$ cat src/sti_pkg.sv
// shared constants and carrier types for the spi transfer integrity check
// assumes 16-bit spi words, command word = r/w bit, 7-bit address, 8 spare
package sti_pkg;

  // ----------------------------------------------------------------
  // word and command layout
  // ----------------------------------------------------------------
  localparam int WORD_W = 16;
  localparam int CMD_RW_BIT = 15;
  localparam int ADDR_MSB = 14;
  localparam int ADDR_LSB = 8;
  localparam int DIAG_SPI_ERR_BIT = 3;
  localparam logic [3:0] BIT_LAST = 4'hF;

  // ----------------------------------------------------------------
  // register map, byte address of the even half of each pair
  // ----------------------------------------------------------------
  localparam logic [6:0] ADDR_DIAG = 7'h02;
  localparam logic [6:0] ADDR_RATE_LOW0 = 7'h04;
  localparam logic [6:0] ADDR_ACCEL_LOW0 = 7'h10;
  localparam logic [6:0] ADDR_AXIS_STEP = 7'h04;
  localparam logic [6:0] ADDR_HIGH_OFS = 7'h02;
  localparam logic [6:0] ADDR_FILL = 7'h1C;
  localparam logic [6:0] ADDR_SUM = 7'h3E;
  localparam logic [6:0] ADDR_BURST = 7'h68;

  // ----------------------------------------------------------------
  // burst word order: diag, rate x/y/z hi-lo, accel x/y/z hi-lo,
  // fill count, checksum
  // ----------------------------------------------------------------
  localparam logic [3:0] BURST_RATE0 = 4'h1;
  localparam logic [3:0] BURST_ACCEL0 = 4'h7;
  localparam logic [3:0] BURST_CNT_IDX = 4'hD;
  localparam logic [3:0] BURST_LAST_IDX = 4'hE;

  // ----------------------------------------------------------------
  // reset values
  // ----------------------------------------------------------------
  localparam logic [15:0] WORD_RST = 16'h0000;
  localparam logic PIN_IDLE_HIGH = 1'b1;

  typedef logic [2:0][31:0] sti_axes_t;

  typedef struct packed {
    sti_axes_t rate;
    sti_axes_t accel;
    logic [15:0] fill;
  } sti_sample_s;

  typedef struct packed {
    logic sclk_s1;
    logic sclk_s2;
    logic sclk_d;
    logic cs_s1;
    logic cs_s2;
    logic cs_d;
    logic din_s1;
    logic din_s2;
    logic [3:0] bit_cnt;
    logic [15:0] rx_shift;
    logic [15:0] tx_shift;
    logic [15:0] tx_cur;
    logic tx_counts;
    logic tx_clears_err;
    logic burst_on;
    logic [3:0] burst_idx;
    logic [15:0] ck;
    logic [15:0] sum;
    logic spi_err;
    sti_sample_s snap;
  } sti_state_s;

endpackage : sti_pkg

$ cat src/sti_byte_sum.sv
// byte-wise accumulator step: adds both bytes of a word, modulo 2^width
// assumes the caller registers the result; purely combinational
`timescale 1ns/1ps
`default_nettype none

module sti_byte_sum #(
  parameter int WORD_W = sti_pkg::WORD_W
) (
  input wire logic [WORD_W-1:0] acc_in,
  input wire logic [WORD_W-1:0] word_in,
  output logic [WORD_W-1:0] acc_out
);
  import sti_pkg::*;

  // ----------------------------------------------------------------
  // sum of high and low byte, carries out of the top are dropped
  // ----------------------------------------------------------------
  localparam int HALF = WORD_W / 2;
  logic [WORD_W-1:0] hi_byte;
  logic [WORD_W-1:0] lo_byte;

  // zero-extend each byte so the add stays at word width
  assign hi_byte = {{HALF{1'b0}}, word_in[WORD_W-1:HALF]};
  assign lo_byte = {{HALF{1'b0}}, word_in[HALF-1:0]};
  assign acc_out = acc_in + hi_byte + lo_byte;

endmodule : sti_byte_sum

`default_nettype wire

$ cat src/sti_transfer_check.sv
// spi slave with transfer integrity checks: framing error flag, burst
// checksum, per-period running byte sum, split 32-bit axis registers
// assumes spi mode 3 from the host, sclk well below ref_clk / 8
`timescale 1ns/1ps
`default_nettype none

module sti_transfer_check (
  input wire logic ref_clk,
  input wire logic reset,
  input wire logic spi_sclk,
  input wire logic spi_cs_n,
  input wire logic spi_din,
  output logic spi_dout,
  output logic spi_dout_oe_n,
  input wire logic sample_tick,
  input wire sti_pkg::sti_sample_s sample_in,
  input wire logic [15:0] diag_flags_in,
  output logic spi_error_flag
);
  import sti_pkg::*;

  // ----------------------------------------------------------------
  // state and decoded events
  // ----------------------------------------------------------------
  sti_state_s s;
  sti_state_s n;
  logic rise;
  logic cs_fall;
  logic cs_rise;
  logic word_end;
  logic err_evt;
  logic count_word;
  logic [15:0] rx_word;
  logic [15:0] diag_word;
  logic [15:0] sum_base;
  logic [15:0] sum_add;
  logic [15:0] ck_add;

  // edges come from the second sync stage and its delayed copy only
  assign rise = s.sclk_s2 & ~s.sclk_d & ~s.cs_s2;
  assign cs_fall = ~s.cs_s2 & s.cs_d;
  assign cs_rise = s.cs_s2 & ~s.cs_d;
  assign word_end = rise && (s.bit_cnt == BIT_LAST);
  assign err_evt = cs_rise && (s.bit_cnt != 4'h0);
  assign count_word = word_end && s.tx_counts;
  assign rx_word = {s.rx_shift[14:0], s.din_s2};
  assign sum_base = sample_tick ? WORD_RST : s.sum;

  // diagnostic word: external flags with our error bit merged in
  always_comb begin
    diag_word = diag_flags_in;
    diag_word[DIAG_SPI_ERR_BIT] = s.spi_err;
  end

  // ----------------------------------------------------------------
  // byte-wise adders for running sum and burst checksum
  // ----------------------------------------------------------------
  sti_byte_sum #(.WORD_W(WORD_W)) u_sum_add (
    .acc_in(sum_base),
    .word_in(s.tx_cur),
    .acc_out(sum_add)
  );

  sti_byte_sum #(.WORD_W(WORD_W)) u_ck_add (
    .acc_in(s.ck),
    .word_in(s.tx_cur),
    .acc_out(ck_add)
  );

  // ----------------------------------------------------------------
  // register and burst word lookup
  // ----------------------------------------------------------------
  // returns {hit, data}; axes sit in pairs of low then high word
  function automatic logic [16:0] reg_word(input logic [6:0] addr,
                                           input sti_sample_s smp,
                                           input logic [15:0] dg,
                                           input logic [15:0] sm);
    logic [16:0] r;
    logic [6:0] lo_r;
    logic [6:0] lo_a;
    r = {1'b0, WORD_RST};
    if (addr == ADDR_DIAG) r = {1'b1, dg};
    if (addr == ADDR_FILL) r = {1'b1, smp.fill};
    if (addr == ADDR_SUM) r = {1'b1, sm};
    for (int a = 0; a < 3; a++) begin
      lo_r = ADDR_RATE_LOW0 + 7'(a) * ADDR_AXIS_STEP;
      lo_a = ADDR_ACCEL_LOW0 + 7'(a) * ADDR_AXIS_STEP;
      if (addr == lo_r) r = {1'b1, smp.rate[a][15:0]};
      if (addr == lo_r + ADDR_HIGH_OFS) r = {1'b1, smp.rate[a][31:16]};
      if (addr == lo_a) r = {1'b1, smp.accel[a][15:0]};
      if (addr == lo_a + ADDR_HIGH_OFS) r = {1'b1, smp.accel[a][31:16]};
    end
    return r;
  endfunction : reg_word

  // burst stream word by index; checksum goes last
  function automatic logic [15:0] burst_word(input logic [3:0] idx,
                                             input sti_sample_s smp,
                                             input logic [15:0] dg,
                                             input logic [15:0] ckv);
    logic [3:0] k;
    logic [31:0] v;
    burst_word = WORD_RST;
    if (idx == 4'h0) burst_word = dg;
    if (idx >= BURST_RATE0 && idx < BURST_CNT_IDX) begin
      k = (idx < BURST_ACCEL0) ? idx - BURST_RATE0 : idx - BURST_ACCEL0;
      v = (idx < BURST_ACCEL0) ? smp.rate[k[2:1]] : smp.accel[k[2:1]];
      burst_word = k[0] ? v[15:0] : v[31:16];
    end
    if (idx == BURST_CNT_IDX) burst_word = smp.fill;
    if (idx == BURST_LAST_IDX) burst_word = ckv;
  endfunction : burst_word

  // ----------------------------------------------------------------
  // next-state logic
  // ----------------------------------------------------------------
  always_comb begin
    logic [16:0] rw;
    logic [15:0] nxt;
    logic [3:0] nidx;
    rw = {1'b0, WORD_RST};
    nxt = WORD_RST;
    nidx = s.burst_idx + 4'h1;
    n = s;
    // pins pass two flops before any logic reads them
    n.sclk_s1 = spi_sclk;
    n.sclk_s2 = s.sclk_s1;
    n.sclk_d = s.sclk_s2;
    n.cs_s1 = spi_cs_n;
    n.cs_s2 = s.cs_s1;
    n.cs_d = s.cs_s2;
    n.din_s1 = spi_din;
    n.din_s2 = s.din_s1;
    // snapshot frozen during a burst so the stream stays coherent
    if (sample_tick && !s.burst_on) n.snap = sample_in;
    // running sum: restart on the tick, add bytes of each sent word except sum answers and the burst checksum
    n.sum = count_word ? sum_add : sum_base;
    if (cs_fall) n.bit_cnt = 4'h0;
    if (rise) begin
      n.rx_shift = rx_word;
      n.bit_cnt = s.bit_cnt + 4'h1;
      n.tx_shift = {s.tx_shift[14:0], 1'b0};
    end
    if (word_end) begin
      if (s.burst_on) begin
        // fill count word is left out of the checksum
        if (s.burst_idx != BURST_CNT_IDX) n.ck = ck_add;
        n.burst_on = (s.burst_idx != BURST_LAST_IDX);
        n.burst_idx = nidx;
        if (s.burst_idx != BURST_LAST_IDX) begin
          nxt = burst_word(nidx, s.snap, diag_word, s.ck);
        end
        n.tx_counts = n.burst_on && (nidx != BURST_LAST_IDX);
        n.tx_clears_err = 1'b0;
      end else if (!rx_word[CMD_RW_BIT] &&
                   rx_word[ADDR_MSB:ADDR_LSB] == ADDR_BURST) begin
        n.burst_on = 1'b1;
        n.burst_idx = 4'h0;
        n.ck = WORD_RST;
        nxt = burst_word(4'h0, s.snap, diag_word, WORD_RST);
        n.tx_counts = 1'b1;
        n.tx_clears_err = 1'b1;
      end else begin
        // writes hit nothing here; the answer to a read comes next word
        // sum read takes the updated sum, so the word that finishes
        // with the sum command is already in it
        if (!rx_word[CMD_RW_BIT]) begin
          rw = reg_word(rx_word[ADDR_MSB:ADDR_LSB], s.snap, diag_word,
                        n.sum);
        end
        nxt = rw[15:0];
        n.tx_counts = rw[16] &&
                      (rx_word[ADDR_MSB:ADDR_LSB] != ADDR_SUM);
        n.tx_clears_err = rw[16] &&
                          (rx_word[ADDR_MSB:ADDR_LSB] == ADDR_DIAG);
      end
      n.tx_shift = nxt;
      n.tx_cur = nxt;
    end
    // a burst ends with its frame; leftovers are not sent later
    if (cs_rise && s.burst_on) begin
      n.burst_on = 1'b0;
      n.tx_shift = WORD_RST;
      n.tx_cur = WORD_RST;
      n.tx_counts = 1'b0;
      n.tx_clears_err = 1'b0;
    end
    // set wins over the clear caused by reading the diagnostic word
    if (word_end && s.tx_clears_err) n.spi_err = 1'b0;
    if (err_evt) n.spi_err = 1'b1;
  end

  // ----------------------------------------------------------------
  // state register
  // ----------------------------------------------------------------
  always_ff @(posedge ref_clk or posedge reset) begin
    if (reset) begin
      s <= '0;
      s.sclk_s1 <= PIN_IDLE_HIGH;
      s.sclk_s2 <= PIN_IDLE_HIGH;
      s.sclk_d <= PIN_IDLE_HIGH;
      s.cs_s1 <= PIN_IDLE_HIGH;
      s.cs_s2 <= PIN_IDLE_HIGH;
      s.cs_d <= PIN_IDLE_HIGH;
    end else begin
      s <= n;
    end
  end

  // outputs straight from flops
  assign spi_dout = s.tx_shift[15];
  assign spi_dout_oe_n = s.cs_s2;
  assign spi_error_flag = s.spi_err;

  logic rd_cmd;
  assign rd_cmd = word_end && !s.burst_on && !rx_word[CMD_RW_BIT];
endmodule : sti_transfer_check

`default_nettype wire

$ cat config.mk
export PLATFORM = sky130hd
export DESIGN_NAME = sti_transfer_check
export DESIGN_NICKNAME = d
export VERILOG_FILES = /design/src/sti_pkg.sv /design/src/sti_byte_sum.sv /design/src/sti_transfer_check.sv
export SDC_FILE = /design/constraint.sdc
export NUM_CORES = 1
export LEC_CHECK = 0
export ABC_AREA = 1
export BUFFER_PORTS_ARGS = -buffer_cell sky130_fd_sc_hd__buf_2
export CORE_UTILIZATION = 60
export CTS_CLUSTER_SIZE = 10
export DETAILED_ROUTE_END_ITERATION = 6
export GPL_TIMING_DRIVEN = 0
export HOLD_SLACK_MARGIN = 0.08
export PLACE_DENSITY = 0.88
export SLEW_MARGIN = 30
export SYNTH_ARGS = -nofsm -noshare
export SYNTH_HDL_FRONTEND = slang
export SYNTH_SLANG_ARGS = --single-unit
$ cat constraint.sdc
create_clock -name ref_clk -period 20.5 [get_ports ref_clk]
set_input_delay 1.025 -clock ref_clk [delete_from_list [all_inputs] [get_ports ref_clk]]
set_output_delay 1.025 -clock ref_clk [all_outputs]
set_load 0.1 [all_outputs]
== Yosys cells after proc, flatten, opt, wreduce, memory -nomap -nowiden ==
Index checks and enable logic that the tools add are counted.
Widths: inputs -> output; s select.

* Shift operators: 0
* Bitwise gates (word level): 7
* Add/subtract/negate cells: 8
* Reductions and logical operators: 22
* Mux-type cells: 45
* Multipliers: 0
* Equal/unequal tests: 24
* $lt $le $gt $ge: 4
* Divide/modulo/power cells: 0

{| class="wikitable"
|+ Operators by type and width
! kind !! count
|-
| $mux 17 || 19
|-
| $mux 16 || 11
|-
| $bmux 32 s2 || 2
|-
| $mux 32 || 3
|-
| $add 16x8->16 || 4
|-
| $mux 55 || 1
|-
| $eq 7x5->1 const B || 7
|-
| $mux 36 || 1
|-
| $mux 35 || 1
|-
| $eq 7x4->1 const B || 4
|-
| $mux 23 || 1
|-
| $mux 21 || 1
|-
| $eq 7x3->1 const B || 2
|-
| $eq 4x4->1 const B || 3
|-
| $ne 4x4->1 const B || 3
|-
| $logic_and 1x1->1 || 11
|-
| $add 4x1->4 const B || 2
|-
| $reduce_bool 2->1 || 4
|-
| $eq 7x2->1 const B || 1
|-
| $eq 7x6->1 const B || 1
|-
| $eq 7x7->1 const B || 1
|-
| $ne 7x6->1 const B || 1
|-
| $and 1x1->1 || 4
|-
| $ge 4x1->1 const B || 1
|-
| other kinds (17) || 21
|}

* Bits of input ports: 230
* Flip-flop bits (word level): 308
* ROM bits: 0
* Memories: 0
* RAM bits: 0
* Logic and storage cells: 136
* Output and inout bits: 3
* Latch bits: 0

== Longest topological paths before layout ==
* Word-level depth: 28
* Depth in mapped cells: 28

== Cells and area by module ==
From an unflattened synthesis, not the netlist that was laid out.

* Cells, all modules: 2835
* Area total of the unflattened synthesis: 19135.9 um2

{| class="wikitable"
|+ By module, submodules not included
! module !! area an instance (um2) !! instances !! cells each
|-
| sti_transfer_check || 17419.2 || 1 || 2551
|-
| sti_byte_sum || 858.3 || 2 || 142
|}

== Worst setup path after synthesis ==
OpenSTA, ideal clock, no wires.

* Kind: input port to flip-flop
* Start point: in sample_tick
* End point: reg s[271] (netlist name)
* Library setup time: 0.117 ns
* Setup slack: 16.636 ns
* Stages on the path: 24
* Arrival time: 3.747 ns
* Data required time: 20.383 ns
* Buffers on the path: 1
* Path through: clkbuf_1 -> nor2_1 -> fa_1 -> ha_1 -> fa_1 -> nand2_1 -> nand3_1 -> nand2_1 -> o21bai_1 -> or2_2 -> nand3_1 -> nand2_1 -> nand2_1 -> nand2_1 -> o21ai_0 -> nand2_1 -> nand2_1 -> nand4_1 -> nand2_1 -> nand4_1 -> nand2_1 -> nand2_1 -> nand3_1 -> nand2_1

{| class="wikitable"
|+ RTL lines
! what !! RTL line !! source
|-
| start: declaration || sti_transfer_check.sv:15 || <nowiki>input wire logic sample_tick,</nowiki>
|-
| end signal: assignment || sti_transfer_check.sv:206 || <nowiki>s <= n;</nowiki>
|-
| end: declaration || sti_transfer_check.sv:25 || <nowiki>sti_state_s s;</nowiki>
|}

==> impl_metrics.csv <==
group,metric,value,unit
status,status,"finished with violations",
status,violations,"DRC",
drt,viasPerCell,6.46,
sta,clock.fmax,0.209,GHz
worst_hold_path,hold_class,"flip-flop to flip-flop",
die,initial_core_util,61.7,%
place,gp_congestion,1.10,
place,post_dp_cell_area,0.0196,mm^2
synth,syn_avg_cell_area,7.55,um^2
synth,synth_area_leaders,"dfrtp_1 (42%), nand2_1 (12%), a21oi_1 (8.1%)",
synth,synth_top_area_cell,"dfrtp_1",
synth,synthTopCellsByCount,"nand2_1 (556), dfrtp_1 (301), a21oi_1 (291)",
cts,cts_buffers,37,
critical_path,end_kind,"flip-flop",
synth,synth_fp_nets,2645,
critical_path,cp_max_fo,10,
cts,post_cts_buffers,0,
die,io_pins,233,
synth,yosysSeqAreaShare,42.9,%
synth,synth-main-ff-cell,"dfrtp_1",
cells_and_area,design_area,0.0207,mm^2
critical_path,path_class,"input pin to flip-flop",
drt,drtAntennaViolNets,0,
sta,whs,0.359,ns
sta,fin_crit_sh,23.3,%
cts,clk-insertion-delay-late,0.54,ns
synth,synth_edf_count,0,
sta,worst_pin_slew,1.04,ns
global_route,grt_max_degree,96,
die,die-area,0.0305,mm^2
synth,ys_ff_latch,307,
die,die_h,175,um
drt,wl,78600,um
job,max_cap_viol_count,0,
cts,cts_sinks,307,
drt,drt_iter0_drc,3001,
synth,synth_cell_types,51,
cells_and_area,final_util,71.3,%
power_and_ir_drop,p_per_area,81.2,mW/mm^2
critical_path,cp.required,20.90,ns
critical_path,slowest_delay,0.48,ns
synth,syn_area,0.0179,mm^2
critical_path,arrival,5.18,ns
cells_and_area,syn_to_final_growth,15.4,%
die,fp-row-count,62,
global_route,grt.overflow.total,0,
place,place.detailed.hpwl,59700,um
sta,rsz0062_at_grt,"false",
critical_path,path_delay_family,"simple AND/OR/NAND/NOR gates",
cts,cts.hold.buffers_added,0,
place,io_buffers,231,
global_route,grtUsageTotal,51.7,%
critical_path,cpMaxStageDelayCell,"fa_1",
synth,ys_warn_count,0,
cts,cts_buffer_depth,3,
synth,synthCells,2373,
drt,drcViolationCount,1,
critical_path,critPathLaunchType,"input pin",
sta,final-max-slew-violation-count,0,
global_route,first_global_vias,19400,
synth,async_flop_share,100,%
critical_path,path_common_cell,"nand2_1",
drt,wire_per_inst,25.8,um
cts,cts_tree,"done",
sta,finClkSkew,0.0248,ns
sta,setup_viol,0,
critical_path,cp_num_buf_inv,2,
synth,synth_top_area_share,42.1,%
cts,ctsResizeCount,0,
die,die_x,175,um
synth,synth_most_common_cell,"nand2_1",
drt,vias,19700,
cells_and_area,drive_gt1_share,15.8,%
cts,htree_levels,2,
global_route,grt_pass1_wl,116000,um
die,coreArea,0.0290,mm^2
sta,hold_violations,0,
sta,period_minus_slack,4.78,ns
sta,tns,0,ns
drt,first_pass_iters,7,
cts,path_clk_slew,0.06,ns
power_and_ir_drop,p_total,0.00168,W
sta,slew-limit-headroom,30.6,%
power_and_ir_drop,vdd_drop_max,0.0000724,V
cts,cts_root_buffer,"clkbuf_16",
critical_path,crit_chain,"buf_2, clkbuf_1, nor2_1, fa_1, ha_1, fa_1, nand2_1, nand3_1, nand2_1, xor2_1, o21ai_0, nand2_1, nand3_1, o21ai_0, nand2_1, o21ai_0, o2111ai_1, nand2_1, nand4_1, nand2_1, nand2_1, nand3_1, nand2_1",
global_route,antenna_found_initial,2,
power_and_ir_drop,leakage,10.2,nW
cells_and_area,finalNetCount,2918,
## stage by stage
step	setup slack, ns	std cells
after detailed placement	15.45	2991
after global routing	15.62	3043
after CTS	15.93	3043
after global placement	8.08	2988
after floorplan	11.00	2373
final	15.72	3044
## final timing paths
kind / start / endpoint / slack [ns] / cells after the start
min in group asynchronous: reset / s[299] / 0.52 / 2
worst min register to register: n[303] / spi_dout_oe_n / 0.36 / 0
worst min-delay path: n[303] / spi_dout_oe_n / 0.36 / 0
worst max register to register: s[241] / s[258] / 15.79 / 21
max in group asynchronous: reset / s[166] / 18.83 / 4
worst max-delay path: sample_tick / s[269] / 15.72 / 23
## sequential cells by signal, indices dropped and copies added (netlist names)
name            count
n                   4
rx_word            16
s                 284
spi_dout            1
spi_dout_oe_n       1
spi_error_flag      1
## area by class of cell
class	instances	area, um^2
multi-input cells	1675	8680
fillers	2266	8340
flip-flops and latches	307	7690
repair buffers	234	1240
clock buffers	49	1000
inverters	262	992
plain buffers	129	564
well taps	384	480
clock inverters	3	26.3
diodes	1	2.50
## routing by layer
layer	wire, um	track usage (%)	vias to the layer above
li1	-	-	8279
met1	26500	61.1	9144
met2	34100	79.4	1706
met3	9900	14.3	519
met4	8080	41.6	4
met5	30	0	-
## where the power goes
part           switching [W]  internal (W)
clock               0.000259      0.000338
sequential         0.0000480      0.000659
combinational       0.000267      0.000107
total               0.000574       0.00110
## logic make-up after synthesis
logic type	count (synthesis)	synth area share, %
compound gates	567	17.0
mux	72	4.52
fa+ha+maj	42	3.69
simple gates	978	22.3
buf+inv	391	8.64
xor+xnor	16	0.866
flops	307	42.9
## cells in the final DEF (no fill, tap or decap), drive strengths merged, types with 3 or more instances in the layout
| master | Yosys | layout |
|---|---|---|
| a21oi | 291 | 291 |
| a221oi | 6 | 6 |
| a31oi | 8 | 8 |
| buf | 42 | 276 |
| clkbuf | 87 | 136 |
| clkinv | 4 | 7 |
| dfrtp | 301 | 301 |
| dfstp | 6 | 6 |
| fa | 18 | 18 |
| ha | 24 | 24 |
| inv | 258 | 258 |
| mux2 | 71 | 71 |
| nand2 | 559 | 559 |
| nand3 | 103 | 103 |
| nand4 | 33 | 33 |
| nor2 | 270 | 270 |
| nor3 | 6 | 6 |
| nor4 | 3 | 3 |
| o211ai | 47 | 47 |
| o21ai | 195 | 195 |
| o22ai | 10 | 10 |
| xnor2 | 5 | 5 |
| xor2 | 11 | 11 |
Power figures use the tool's default switching activity.
